### src/nbp_pkg.sv
// Purpose: shared constants and carriers for the nibble port bank
// Assumes: banked data memory port access, 4-bit data
// Notes: offsets are data-memory addresses within a bank
package nbp_pkg;
   // ****************************************
   // address map
   // ****************************************
   localparam logic [1:0] BANK_0 = 2'h0;
   localparam logic [1:0] BANK_1 = 2'h1;
   localparam logic [1:0] BANK_2 = 2'h2;
   localparam logic [6:0] OFS_PORT_2D = 7'h6f;
   localparam logic [6:0] OFS_PORT_X0 = 7'h70;
   localparam logic [6:0] OFS_PORT_X1 = 7'h71;
   localparam logic [6:0] OFS_PORT_X2 = 7'h72;
   localparam logic [6:0] OFS_PORT_X3 = 7'h73;
   // ****************************************
   // field values
   // ****************************************
   localparam logic [3:0] NIB_ZERO = 4'h0;
   localparam logic [3:0] NIB_ONES = 4'hf;
   localparam logic [3:0] MASK_2D = 4'h7;
   localparam logic [3:0] MASK_2A = 4'h1;
   localparam logic [3:0] MASK_RMW = 4'h3;
   localparam int NPORT_BIDIR = 5;
   // ****************************************
   // carriers
   // ****************************************
   typedef struct packed {
      logic [1:0] bank;
      logic [6:0] addr;
      logic [3:0] wdata;
      logic wr;
      logic rd;
      logic rmw;
   } nbp_access_t;
   typedef struct packed {
      logic [3:0] first;
      logic [3:0] second;
      logic [3:0] third;
      logic nibble;
      logic [3:0] fourth;
   } nbp_dir_t;
endpackage : nbp_pkg

### src/nbp_port_bank.sv
// Purpose: 4-bit general-purpose port bank behind banked data memory
// Assumes: one cpu clock, pins sampled through three flops
// Notes: pin levels seen by reads lag the pins by the sync delay
//
// Functional notes
// - bit ports per pin, nibble port all four
// - direction from each port's select register
// - input mode releases driver; open-drain 1 also floats
// - input mode read returns pin level
// - input mode write updates latch only
// - output mode drives latch value
// - output mode read returns latch
// - first port bits 0,1 read pin level
// - rmw rewrites first port bits 0,1 latch
// - power-on: inputs, bidir latches cleared
// - ce reset, clock stop: inputs, latches kept
// - halt freezes latches; direction and pins too, unless ce reset or clock stop
// - input port reads pins, ignores writes
// - input port pulled down, always input
// - push-pull outputs drive latch, read latch
// - open-drain: low for 0, float for 1
// - output latches undefined until software writes
// - output latches survive ce reset, clock stop
`timescale 1ns/1ps
module nbp_port_bank (
   // clock and resets
   input wire logic clock_in,
   input wire logic reset_n_in,
   input wire logic ce_reset_in,
   input wire logic clock_stop_in,
   input wire logic halt_in,
   // cpu data memory access
   input wire nbp_pkg::nbp_access_t access_in,
   output logic [3:0] rdata_out,
   // direction select registers
   input wire logic dir_we_in,
   input wire nbp_pkg::nbp_dir_t dir_in,
   output nbp_pkg::nbp_dir_t dir_out,
   // bidirectional pins
   input wire logic [3:0] first_bidir_port_in,
   output logic [3:0] first_bidir_port_out,
   output logic [3:0] first_bidir_port_oe_out,
   input wire logic [3:0] second_bidir_port_in,
   output logic [3:0] second_bidir_port_out,
   output logic [3:0] second_bidir_port_oe_out,
   input wire logic [3:0] third_bidir_port_in,
   output logic [3:0] third_bidir_port_out,
   output logic [3:0] third_bidir_port_oe_out,
   input wire logic [3:0] nibble_bidir_port_in,
   output logic [3:0] nibble_bidir_port_out,
   output logic [3:0] nibble_bidir_port_oe_out,
   input wire logic [3:0] fourth_bidir_port_in,
   output logic [3:0] fourth_bidir_port_out,
   output logic [3:0] fourth_bidir_port_oe_out,
   // input-only pins
   input wire logic [3:0] input_only_port_in,
   output logic input_only_pulldown_out,
   // push-pull output pins
   output logic [3:0] pushpull_out_port_a_out,
   output logic [3:0] pushpull_out_port_b_out,
   // open-drain output pins (drive low while oe high)
   output logic [3:0] opendrain_out_port_a_oe_out,
   output logic [3:0] opendrain_out_port_b_oe_out,
   output logic [3:0] opendrain_out_port_c_oe_out,
   output logic [3:0] opendrain_out_port_d_oe_out
);
   // ****************************************
   // pin synchronisers
   // ****************************************
   localparam int NPIN = 24;
   logic [NPIN-1:0] pin_raw;
   logic [NPIN-1:0] sync1_reg;
   logic [NPIN-1:0] sync2_reg;
   logic [NPIN-1:0] sync3_reg;
   logic [NPIN-1:0] pin_level_reg;
   assign pin_raw = {input_only_port_in, fourth_bidir_port_in, nibble_bidir_port_in,
                     third_bidir_port_in, second_bidir_port_in, first_bidir_port_in};
   always_ff @(posedge clock_in or negedge reset_n_in) begin
      if (!reset_n_in) begin
         sync1_reg <= '0;
         sync2_reg <= '0;
         sync3_reg <= '0;
      end else begin
         sync1_reg <= pin_raw;
         sync2_reg <= sync1_reg;
         sync3_reg <= sync2_reg;
      end
   end
   // a change counts only once the second and third stages agree
   genvar gi;
   generate
      for (gi = 0; gi < NPIN; gi++) begin : g_filt
         always_ff @(posedge clock_in or negedge reset_n_in) begin
            if (!reset_n_in) begin
               pin_level_reg[gi] <= 1'b0;
            end else if (sync2_reg[gi] == sync3_reg[gi]) begin
               pin_level_reg[gi] <= sync3_reg[gi];
            end
         end
      end
   endgenerate
   logic [3:0] lvl_first;
   logic [3:0] lvl_second;
   logic [3:0] lvl_third;
   logic [3:0] lvl_nibble;
   logic [3:0] lvl_fourth;
   logic [3:0] lvl_input;
   assign {lvl_input, lvl_fourth, lvl_nibble, lvl_third, lvl_second, lvl_first} = pin_level_reg;
   // ****************************************
   // address decode
   // ****************************************
   logic hit_first;
   logic hit_second;
   logic hit_ppa;
   logic hit_input;
   logic hit_oda;
   logic hit_third;
   logic hit_nibble;
   logic hit_ppb;
   logic hit_odb;
   logic hit_odc;
   logic hit_odd;
   logic hit_fourth;
   logic wr_ok;
   always_comb begin
      hit_first = access_in.bank == nbp_pkg::BANK_0 && access_in.addr == nbp_pkg::OFS_PORT_X0;
      hit_second = access_in.bank == nbp_pkg::BANK_0 && access_in.addr == nbp_pkg::OFS_PORT_X1;
      hit_ppa = access_in.bank == nbp_pkg::BANK_0 && access_in.addr == nbp_pkg::OFS_PORT_X2;
      hit_input = access_in.bank == nbp_pkg::BANK_0 && access_in.addr == nbp_pkg::OFS_PORT_X3;
      hit_oda = access_in.bank == nbp_pkg::BANK_1 && access_in.addr == nbp_pkg::OFS_PORT_X0;
      hit_third = access_in.bank == nbp_pkg::BANK_1 && access_in.addr == nbp_pkg::OFS_PORT_X1;
      hit_nibble = access_in.bank == nbp_pkg::BANK_1 && access_in.addr == nbp_pkg::OFS_PORT_X2;
      hit_ppb = access_in.bank == nbp_pkg::BANK_1 && access_in.addr == nbp_pkg::OFS_PORT_X3;
      hit_odb = access_in.bank == nbp_pkg::BANK_2 && access_in.addr == nbp_pkg::OFS_PORT_X0;
      hit_odc = access_in.bank == nbp_pkg::BANK_2 && access_in.addr == nbp_pkg::OFS_PORT_X1;
      hit_odd = access_in.bank == nbp_pkg::BANK_2 && access_in.addr == nbp_pkg::OFS_PORT_X2;
      hit_fourth = access_in.bank == nbp_pkg::BANK_2 && access_in.addr == nbp_pkg::OFS_PORT_2D;
   end
   assign wr_ok = access_in.wr && !halt_in;
   // ****************************************
   // direction select registers
   // ****************************************
   nbp_pkg::nbp_dir_t dir_reg;
   // any reset or clock stop returns pins to input
   always_ff @(posedge clock_in or negedge reset_n_in) begin
      if (!reset_n_in) begin
         dir_reg <= '0;
      end else if (ce_reset_in || clock_stop_in) begin
         dir_reg <= '0;
      end else if (dir_we_in && !halt_in) begin
         // per-bit or one nibble-wide direction bit
         dir_reg <= dir_in;
         dir_reg.fourth <= dir_in.fourth & nbp_pkg::MASK_2D;
      end
   end
   assign dir_out = dir_reg;
   logic [3:0] oe_nib;
   assign oe_nib = dir_reg.nibble ? nbp_pkg::NIB_ONES : nbp_pkg::NIB_ZERO;
   // ****************************************
   // bidirectional output latches
   // ****************************************
   logic [3:0] lat_first_reg;
   logic [3:0] lat_second_reg;
   logic [3:0] lat_third_reg;
   logic [3:0] lat_nibble_reg;
   logic [3:0] lat_fourth_reg;
   logic [3:0] rmw_mask;
   // only bits in output mode pick up the pin level
   assign rmw_mask = dir_reg.first & nbp_pkg::MASK_RMW;
   // power-on clears; ce reset and clock stop keep contents
   always_ff @(posedge clock_in or negedge reset_n_in) begin
      if (!reset_n_in) begin
         lat_first_reg <= '0;
         lat_second_reg <= '0;
         lat_third_reg <= '0;
         lat_nibble_reg <= '0;
         lat_fourth_reg <= '0;
      end else if (wr_ok) begin
         // writes land in the latch whatever the direction
         if (hit_first) begin
            // rmw on bits 0,1 reloads latch from pin
            // the filtered level lags the pin, so a pin that has just moved is missed
            lat_first_reg <= access_in.rmw ? ((access_in.wdata & ~rmw_mask) | (lvl_first & rmw_mask))
                                           : access_in.wdata;
         end
         if (hit_second) begin
            lat_second_reg <= access_in.wdata;
         end
         if (hit_third) begin
            lat_third_reg <= access_in.wdata;
         end
         if (hit_nibble) begin
            lat_nibble_reg <= access_in.wdata;
         end
         if (hit_fourth) begin
            lat_fourth_reg <= access_in.wdata & nbp_pkg::MASK_2D;
         end
      end
   end
   // ****************************************
   // output-only latches
   // ****************************************
   // no reset: undefined at power-on, kept through ce reset
   logic [3:0] lat_ppa_reg;
   logic [3:0] lat_ppb_reg;
   logic [3:0] lat_oda_reg;
   logic [3:0] lat_odb_reg;
   logic [3:0] lat_odc_reg;
   logic [3:0] lat_odd_reg;
   always_ff @(posedge clock_in) begin
      if (wr_ok) begin
         if (hit_ppa) begin
            lat_ppa_reg <= access_in.wdata;
         end
         if (hit_ppb) begin
            lat_ppb_reg <= access_in.wdata;
         end
         if (hit_oda) begin
            lat_oda_reg <= access_in.wdata;
         end
         // only bit 0 of this port has a pin
         if (hit_odb) begin
            lat_odb_reg <= access_in.wdata & nbp_pkg::MASK_2A;
         end
         if (hit_odc) begin
            lat_odc_reg <= access_in.wdata;
         end
         if (hit_odd) begin
            lat_odd_reg <= access_in.wdata;
         end
      end
   end
   // ****************************************
   // pin drive
   // ****************************************
   // drive latch only in output mode, else float
   assign first_bidir_port_out = lat_first_reg;
   assign first_bidir_port_oe_out = dir_reg.first;
   assign second_bidir_port_out = lat_second_reg;
   assign second_bidir_port_oe_out = dir_reg.second;
   assign third_bidir_port_out = lat_third_reg;
   assign third_bidir_port_oe_out = dir_reg.third;
   assign nibble_bidir_port_out = lat_nibble_reg;
   assign nibble_bidir_port_oe_out = oe_nib;
   assign fourth_bidir_port_out = lat_fourth_reg;
   assign fourth_bidir_port_oe_out = dir_reg.fourth;
   assign pushpull_out_port_a_out = lat_ppa_reg;
   assign pushpull_out_port_b_out = lat_ppb_reg;
   // open-drain pulls low on latch zero
   assign opendrain_out_port_a_oe_out = ~lat_oda_reg;
   assign opendrain_out_port_b_oe_out = ~lat_odb_reg & nbp_pkg::MASK_2A;
   assign opendrain_out_port_c_oe_out = ~lat_odc_reg;
   assign opendrain_out_port_d_oe_out = ~lat_odd_reg;
   // pull-down always on for the input port
   assign input_only_pulldown_out = 1'b1;
   // ****************************************
   // read path
   // ****************************************
   logic [3:0] rd_next;
   logic [3:0] rdata_reg;
   // unmapped reads return zero rather than stale data
   always_comb begin
      rd_next = nbp_pkg::NIB_ZERO;
      // pin in input mode, latch in output, bits 0,1 always pin
      if (hit_first) begin
         rd_next = (lvl_first & (~dir_reg.first | nbp_pkg::MASK_RMW))
                   | (lat_first_reg & dir_reg.first & ~nbp_pkg::MASK_RMW);
      end
      if (hit_second) begin
         rd_next = (lvl_second & ~dir_reg.second) | (lat_second_reg & dir_reg.second);
      end
      if (hit_third) begin
         rd_next = (lvl_third & ~dir_reg.third) | (lat_third_reg & dir_reg.third);
      end
      if (hit_nibble) begin
         rd_next = dir_reg.nibble ? lat_nibble_reg : lvl_nibble;
      end
      if (hit_fourth) begin
         rd_next = ((lvl_fourth & ~dir_reg.fourth) | (lat_fourth_reg & dir_reg.fourth))
                   & nbp_pkg::MASK_2D;
      end
      if (hit_input) begin
         rd_next = lvl_input;
      end
      if (hit_ppa) begin
         rd_next = lat_ppa_reg;
      end
      if (hit_ppb) begin
         rd_next = lat_ppb_reg;
      end
      if (hit_oda) begin
         rd_next = lat_oda_reg;
      end
      if (hit_odb) begin
         rd_next = lat_odb_reg;
      end
      if (hit_odc) begin
         rd_next = lat_odc_reg;
      end
      if (hit_odd) begin
         rd_next = lat_odd_reg;
      end
   end
   always_ff @(posedge clock_in or negedge reset_n_in) begin
      if (!reset_n_in) begin
         rdata_reg <= '0;
      end else if (access_in.rd) begin
         rdata_reg <= rd_next;
      end
   end
   assign rdata_out = rdata_reg;
   // ****************************************
   // checks
   // ****************************************
   chk_float_input: assert property (@(posedge clock_in) disable iff (!reset_n_in)
      (dir_we_in && !halt_in && !ce_reset_in && !clock_stop_in)
      |=> ((first_bidir_port_oe_out & ~$past(dir_in.first)) == nbp_pkg::NIB_ZERO))
      else $error("input pin still driving");
   chk_ce_to_input: assert property (@(posedge clock_in) disable iff (!reset_n_in)
      (ce_reset_in || clock_stop_in) |=> (second_bidir_port_oe_out == nbp_pkg::NIB_ZERO))
      else $error("ce reset left a pin driving");
   chk_ce_keeps_lat: assert property (@(posedge clock_in) disable iff (!reset_n_in)
      (ce_reset_in && !wr_ok) |=> $stable(lat_second_reg))
      else $error("ce reset changed a latch");
   chk_halt_frozen: assert property (@(posedge clock_in) disable iff (!reset_n_in)
      halt_in |=> ($stable(lat_third_reg) && $stable(lat_ppa_reg)))
      else $error("halt changed a latch");
   chk_input_read: assert property (@(posedge clock_in) disable iff (!reset_n_in)
      (access_in.rd && hit_input) |=> (rdata_out == $past(lvl_input)))
      else $error("input port read wrong");
   chk_write_latch: assert property (@(posedge clock_in) disable iff (!reset_n_in)
      (wr_ok && hit_third) |=> (lat_third_reg == $past(access_in.wdata)))
      else $error("write missed latch");
   chk_pin_read01: assert property (@(posedge clock_in) disable iff (!reset_n_in)
      (access_in.rd && hit_first) |=> (rdata_out[1:0] == $past(lvl_first[1:0])))
      else $error("first port low bits not pin level");
   chk_opendrain: assert property (@(posedge clock_in) disable iff (!reset_n_in)
      (wr_ok && hit_oda) |=> (opendrain_out_port_a_oe_out == ~$past(access_in.wdata)))
      else $error("open-drain drive wrong");
   chk_nibble_dir: assert property (@(posedge clock_in) disable iff (!reset_n_in)
      (dir_we_in && !halt_in && !ce_reset_in && !clock_stop_in)
      |=> (nibble_bidir_port_oe_out == ($past(dir_in.nibble) ? nbp_pkg::NIB_ONES : nbp_pkg::NIB_ZERO)))
      else $error("nibble port not switched as one");
   chk_dir_load: assert property (@(posedge clock_in) disable iff (!reset_n_in)
      (dir_we_in && !halt_in && !ce_reset_in && !clock_stop_in) |=> (dir_out.third == $past(dir_in.third)))
      else $error("direction load missed");
   chk_in_mode_read: assert property (@(posedge clock_in) disable iff (!reset_n_in)
      (access_in.rd && hit_first && (dir_reg.first == nbp_pkg::NIB_ZERO)) |=> (rdata_out == $past(lvl_first)))
      else $error("input mode read not pin level");
   chk_drive_latch: assert property (@(posedge clock_in) disable iff (!reset_n_in)
      (wr_ok && hit_second) |=> (second_bidir_port_out == $past(access_in.wdata)))
      else $error("pin drive not latch value");
   chk_read_latch: assert property (@(posedge clock_in) disable iff (!reset_n_in)
      (access_in.rd && hit_third && (dir_reg.third == nbp_pkg::NIB_ONES)) |=> (rdata_out == $past(lat_third_reg)))
      else $error("output mode read not latch");
   chk_rmw_pin: assert property (@(posedge clock_in) disable iff (!reset_n_in)
      (wr_ok && hit_first && access_in.rmw)
      |=> ((lat_first_reg & $past(rmw_mask)) == ($past(lvl_first) & $past(rmw_mask))))
      else $error("rmw did not reload pin level");
   chk_halt_dir: assert property (@(posedge clock_in) disable iff (!reset_n_in)
      (halt_in && !ce_reset_in && !clock_stop_in) |=> $stable(dir_reg))
      else $error("halt changed a direction");
   chk_pushpull_out: assert property (@(posedge clock_in) disable iff (!reset_n_in)
      (wr_ok && hit_ppb) |=> (pushpull_out_port_b_out == $past(access_in.wdata)))
      else $error("push-pull pin not latch value");
   chk_stop_keeps: assert property (@(posedge clock_in) disable iff (!reset_n_in)
      (clock_stop_in && !wr_ok) |=> $stable(lat_odc_reg))
      else $error("clock stop changed an output latch");
   chk_unused_bits: assert property (@(posedge clock_in) disable iff (!reset_n_in)
      ((fourth_bidir_port_oe_out | fourth_bidir_port_out) & ~nbp_pkg::MASK_2D) == nbp_pkg::NIB_ZERO)
      else $error("unimplemented bit reached a pin");
   chk_od_float: assert property (@(posedge clock_in) disable iff (!reset_n_in)
      (wr_ok && hit_odc) |=> (opendrain_out_port_c_oe_out == ~$past(access_in.wdata)))
      else $error("open-drain release wrong");
endmodule : nbp_port_bank

### config.mk
export PLATFORM = sky130hd
export DESIGN_NAME = nbp_port_bank
export DESIGN_NICKNAME = d
export VERILOG_FILES = /design/src/nbp_pkg.sv /design/src/nbp_port_bank.sv
export SDC_FILE = /design/constraint.sdc
export NUM_CORES = 1
export LEC_CHECK = 0
export BUFFER_PORTS_ARGS = -buffer_cell sky130_fd_sc_hd__buf_2
export CORE_MARGIN = 1
export CORE_UTILIZATION = 57
export DETAILED_ROUTE_END_ITERATION = 16
export PLACE_DENSITY = 0.85
export SETUP_SLACK_MARGIN = 0.3
export SYNTH_ARGS = -nofsm -noshare
export SYNTH_HDL_FRONTEND = slang
export SYNTH_SLANG_ARGS = --single-unit
### constraint.sdc
create_clock -name clock_in -period 4.3 [get_ports clock_in]
set_clock_uncertainty 0.2 [all_clocks]
set_input_delay 0.215 -clock clock_in [delete_from_list [all_inputs] [get_ports clock_in]]
set_output_delay 0.215 -clock clock_in [all_outputs]
set_load 0.02 [all_outputs]
==> flow_summary.toml, run 1 <==
[timing]
worst_slew_pin_slew_ns = 1.28
finalSetupViolCount = 0
rsz0062_at_grt = "no"
fin_crit_ns = 2.41
slew_viol_final = 0
period_share_pct = 56.1
tns_ns = 0
hold_viol_final = 0
clock.fmax_ghz = 0.415
slew_headroom_pct = 14.1

[cts]
cts_made_buffers = 17
cts.clk_slew.worst_paths_ns = 0.07
cts_resized = 0
root_buffer = "clkbuf_8"
cts_setup_buffers = 0
clkLatencyLatePin_ns = 0.52
tritoncts = "yes"
htree_levels = 4
clockBufferDepth = 2
cts.sinks = 152

[global_routing]
grt_util_all_layers_pct = 30.1
grt_pass1_wl_um = 22500
first_global_vias = 4183
grt_start_max_net_pins = 101
grt_antenna_before_repair = 1
grt-ovfl-total = 0

[yosys]
synth_edf_count = 21
yosys-top-cells-count = "131 x dfrtp_1, 26 x buf_4, 23 x maj3_1"
ys_ff_latch = 152
synthMostInstantiatedCell = "dfrtp_1"
syn_area_um2 = 5820
syn_area_per_cell_um2 = 14.0
ys_top_cells_by_area = "dfrtp_1 56%, edfxtp_1 11%, maj3_1 4.0%"
yosys.area.top_type = "dfrtp_1"
ys_warn_count = 0
synth_top_area_share_pct = 56.4
synth_cell_type_count = 52
netlist_instances = 414
async_flop_share_pct = 86.2
synth-seq-area-share_pct = 67.2
synth_ff_type = "dfrtp_1"

[finish]
multi_input_area_um2 = 1630
num-nets-final = 651
final-seq-area_um2 = 3910
fillers = 602
drive_gt1_share_pct = 33.4
area_growth_pct = 30.4

[min_path]
worstHoldEndpoint = "fourth_bidir_port_oe_out[2]$_DFFE_PN0P_"
hp-start = "clock_stop_in"
whs_path_depth = 3
hold_path_class = "in -> reg"

[setup_path]
cpMaxStageDelayCell = "dlygate4sd3_1"
path_cells = "dlygate4sd3_1 -> buf_2 -> or4b_4 -> or3_1 -> nor3_1"
cp.arrival_ns = 2.37
r2r-start = "dir_out[4]$_DFFE_PN0P_"
cp_max_fo = 5
crit_required_ns = 4.26
r2r_slack_ns = 2.35
r2r_cells = 5
slowest_delay_ns = 0.55
cp-start-kind = "primary input"
crit_buf_inv = 2
path_delay_family = "simple AND/OR/NAND/NOR gates"
end_kind = "register"
worstSetupPathType = "in -> reg"
r2r-end = "rdata_out[0]$_DFFE_PN0P_"

[die]
rows = 36
die_area_um2 = 10600
ios = 149
fp.dieW_um = 103
core_area_um2 = 9820
die_y_um = 103
start_util_pct = 59.2

[power_and_ir_drop]
p_total_mw = 3.37
ir_drop_mv = 0.345
p_leak_nw = 3.56
p_per_area_nw_per_um2 = 444

[placed_design]
dp_hpwl_um = 9130
io_buffer_count = 139
routabilityCongestion = 0.962

[job]
drv_cap = 0

[route]
drtIter0Drc = 296
wirelength_um = 14600
wl_per_cell_um = 19.8
viasPerCell = 5.57
postRouteAntennaNets = 0
drt_pass1_iterations = 5
drc = 0
vias = 4091

[status]
status = "completed"
cell type report:
type                            count  share of cell area (%)
Multi-Input combinational cell    214                    21.5
Antenna cell                        1                  0.0330
Tap cell                          133                    2.19
Clock buffer                       24                    6.61
Sequential cell                   152                    51.5
Timing Repair Buffer              188                    15.7
Clock inverter                      8                    1.73
Inverter                           15                   0.742
how the worst max path moves through the flow:
stage	start	endpoint	slack, ns	cells after the start
finish	access_in[10]	pushpull_out_port_a_out[3]$_DFFE_PP_	1.89	5
global placement	access_in[8]	pushpull_out_port_a_out[2]$_DFFE_PP_	1.73	4
CTS	access_in[10]	pushpull_out_port_a_out[2]$_DFFE_PP_	1.92	5
detailed placement	access_in[8]	pushpull_out_port_a_out[2]$_DFFE_PP_	1.70	4
floorplan	access_in[15]	pushpull_out_port_a_out[0]$_DFFE_PP_	2.21	3
global route	access_in[10]	pushpull_out_port_a_out[3]$_DFFE_PP_	1.85	5
worst min-delay path: cells and delay by family:
kind / cells / cell delay, ns
AOI/OAI and AO/OA: 1 / 0.22
buffers and inverters: 1 / 0.11
and+or+nand+nor: 1 / 0.16
per-stage QoR:
step	util, %	cells	setup slack (ns)	instance area (um^2)	hold WS [ns]
4_1_cts	77.2	734	1.92	7580	0.00439
3_3_place_gp	65.9	654	1.73	6470	0.122
6_report	77.3	735	1.89	7590	0.0254
3_5_place_dp	65.9	654	1.70	6470	0.124
2_1_floorplan	-	419	2.21	5830	-0.281
5_1_grt	77.3	735	1.85	7590	0.00740
report_power, final:
part           switching [mW]  leakage, nW  internal [mW]
Combinational           0.136         1.45          0.105
Clock                   0.580        0.312          0.989
Sequential             0.0387         1.80           1.52
Total                   0.754         3.56           2.62
per-layer routing:
layer | GRT usage, % | share of wire (%)
met2 | 47.5 | 50
met1 | 39.3 | 40
met5 | 0 | 0
met3 | 8.00 | 6.7
met4 | 14.1 | 3.4
what timing repair did:
| action | 4_1_cts | 5_1_grt |
|---|---|---|
| setup endpoints to repair | 0 | 0 |
| hold endpoints to repair | 180 | 0 |
| hold buffers | 48 | 0 |
cells by family (layout without fill, tap and decap cells):
family          after synthesis  count (layout)  share of synthesized area [%]
flops                       152             152                           67.2
simple gates                 83              83                           8.28
compound gates               61              61                           7.53
buf+inv                      53             235                           5.27
mux                          39              39                           7.47
fa+ha+maj                    23              23                           3.96
other cells                   2               8                          0.129
xor+xnor                      1               1                          0.151
layout by cell type (no fill, tap or decap), types with 3 or more instances in the layout:
cell / n
buf_2: 138
dfrtp_1: 131
dlygate4sd3_1: 48
maj3_1: 23
edfxtp_1: 21
mux2_2: 19
a22o_1: 18
nor2_1: 17
clkbuf_16: 17
mux2i_1: 16
inv_1: 15
nand2_1: 12
a21oi_1: 12
nand3_1: 8
nor2b_1: 8
o21ai_0: 8
nor3_1: 7
conb_1: 7
nand2b_1: 6
o22ai_1: 5
clkbuf_8: 5
and3_1: 4
mux2_4: 4
nand3b_1: 3
o32ai_1: 3
a211oi_1: 3
bufinv_16: 3
No activity file was read; power rests on OpenSTA's default activity.
==> inputs of run 2 (changes only) <==
--- a/config.mk
+++ b/config.mk
@@ -7,9 +7,9 @@
 export LEC_CHECK = 0
 export BUFFER_PORTS_ARGS = -buffer_cell sky130_fd_sc_hd__buf_2
 export CORE_MARGIN = 1
-export CORE_UTILIZATION = 57
+export CORE_UTILIZATION = 52
 export DETAILED_ROUTE_END_ITERATION = 16
-export PLACE_DENSITY = 0.85
+export PLACE_DENSITY = 0.79
 export SETUP_SLACK_MARGIN = 0.3
 export SYNTH_ARGS = -nofsm -noshare
 export SYNTH_HDL_FRONTEND = slang
==> constraint.sdc (replaced) <==
create_clock -name clock_in -period 2.4 [get_ports clock_in]
set_clock_uncertainty 0.2 [all_clocks]
set_input_delay 0.12 -clock clock_in [delete_from_list [all_inputs] [get_ports clock_in]]
set_output_delay 0.12 -clock clock_in [all_outputs]
set_load 0.02 [all_outputs]
==> run 2 against run 1 <==
  * Cell count up 5.4%
  * Die area up 9.4%
  * Setup slack worse by 1.6 ns
  * Register-to-register slack worse by 1.9 ns
  * Routed wire length up 5.6%
  * Total power up 76%
  * Largest power group is now sequential cells
  * Via count up 1.4%
  * Critical path type unchanged
  * Global-route usage down 1.6 points
  * Final area up 4.1%
==> flow_summary.toml, run 2 (synthesis results as in run 1) <==
[finish]
drive_gt1_share_pct = 33.7
final-seq-area_um2 = 3910
mostFrequentLayoutCells = "138 x buf_2, 131 x dfrtp_1, 72 x dlygate4sd3_1"
diodes = 0
fillers = 740
layout_commonest_cell = "buf_2"
num-nets-final = 687
area_growth_pct = 35.8
multi_input_area_um2 = 1640

[cts]
clockBufferDepth = 2
root_buffer = "clkbuf_8"
cts.clk_slew.worst_paths_ns = 0.06
htree_levels = 4
clkLatencyLatePin_ns = 0.53
cts_made_buffers = 17
tritoncts = "yes"
cts.sinks = 152

[timing]
slew_viol_final = 0
finalSetupViolCount = 0
tns_ns = 0
period_share_pct = 86.3
fin_hold_ws_ns = 0.0113
hold_viol_final = 0
worst_slew_pin_slew_ns = 0.567
rsz0062_at_grt = "yes"
clock.fmax_ghz = 0.483
slew_headroom_pct = 62.2
fin_crit_ns = 2.07

[route]
wirelength_um = 15400
postRouteAntennaNets = 0
wl_per_cell_um = 19.9
vias = 4149
drc = 0
drtIter0Drc = 251
drt_pass1_iterations = 5
viasPerCell = 5.35

[global_routing]
grt_antenna_before_repair = 0
first_global_vias = 4349
grt-ovfl-total = 0
grt_pass1_wl_um = 23500
grt_util_all_layers_pct = 28.5
grt_start_max_net_pins = 64

[setup_path]
worstSetupPathType = "in -> reg"
crit_required_ns = 2.45
cp-start-kind = "primary input"
end_kind = "register"
cp_max_fo = 5
cp.arrival_ns = 2.12

[power_and_ir_drop]
ir_drop_mv = 0.548
p_per_area_nw_per_um2 = 751
p_leak_nw = 3.75

[die]
rows = 38
core_area_um2 = 10900
fp.dieW_um = 108
die_area_um2 = 11600
start_util_pct = 53.4
ios = 149
die_y_um = 108

[job]
drv_cap = 0

[status]
status = "completed"

[min_path]
hold_path_class = "in -> reg"

[placed_design]
io_buffer_count = 139
routabilityCongestion = 0.917
dp_hpwl_um = 9750
[run 2: cell types whose count changed in the layout (fill, tap and decap cells not counted), sizes merged]
| cell | change |
|---|---|
| buf | +12 |
| clkbuf | -4 |
| diode | -1 |
| dlygate4sd3 | +24 |
| inv | +2 |
[run 2: critical path: stages]
cell and delay [ns]:
dlygate4sd3_1 0.54, buf_2 0.14, or4b_4 0.56, or3_4 0.41
nor3_1 0.18, buf_4 0.17
[run 2: final cells by class]
cell class                 instances  area share, %
sequential                       152           49.5
tap                              140           2.22
clock inverter                    10           1.76
clock buffer                      20           5.65
multi-input combinational        214           20.8
inverter                          15          0.713
timing repair buffer             224           19.4
[run 2: per-layer routing]
metal	routed length, um	track usage (%)	up-vias	part of all wire, %
met5	0	0	-	0
met4	326	12.1	0	2.1
met3	814	5.57	25	5.3
met2	7980	48.9	178	52
met1	6270	35.1	2078	41
li1	-	-	1868	-
[run 2: metrics by stage]
stage	total power [mW]	util (%)	instance area, um^2	worst slack [ns]	instances
finish	5.94	72.6	7900	0.329	775
global route	6.14	72.6	7900	0.265	775
CTS	5.95	72.4	7890	0.337	775
detailed placement	3.22	60.4	6580	0.264	673
global placement	3.20	60.4	6580	0.229	673
floorplan	3.02	-	5830	0.402	419
[run 2: where the power goes]
group,leakage [nW],internal (mW),switching (mW)
clock,0.292,1.64,1.03
sequential,1.80,2.73,0.0703
combinational,1.66,0.215,0.251
total,3.75,4.58,1.35
[run 2: what timing repair did]
action / 4_1_cts / 5_1_grt
buffers inserted: 0 / 0
gates resized for setup: 0 / 4
hold buffers: 72 / 0
hold endpoints to repair: 215 / 0
setup endpoints to repair: 0 / 13
[run 2: final timing paths]
kind	from	end	slack, ns	depth (start not counted)
max	access_in[10]	pushpull_out_port_a_out[2]$_DFFE_PP_	0.33	6
min	access_in[15]	rdata_out[2]$_DFFE_PN0P_	0.01	5
max reg2reg	pushpull_out_port_b_out[2]$_DFFE_PP_	rdata_out[2]$_DFFE_PN0P_	0.44	6
min reg2reg	sync1_reg[9]$_DFF_PN0_	sync2_reg[9]$_DFF_PN0_	0.15	0
max in group asynchronous	reset_n_in	fourth_bidir_port_out[1]$_DFFE_PN0P_	0.85	4
min in group asynchronous	reset_n_in	sync3_reg[5]$_DFF_PN0_	0.48	3
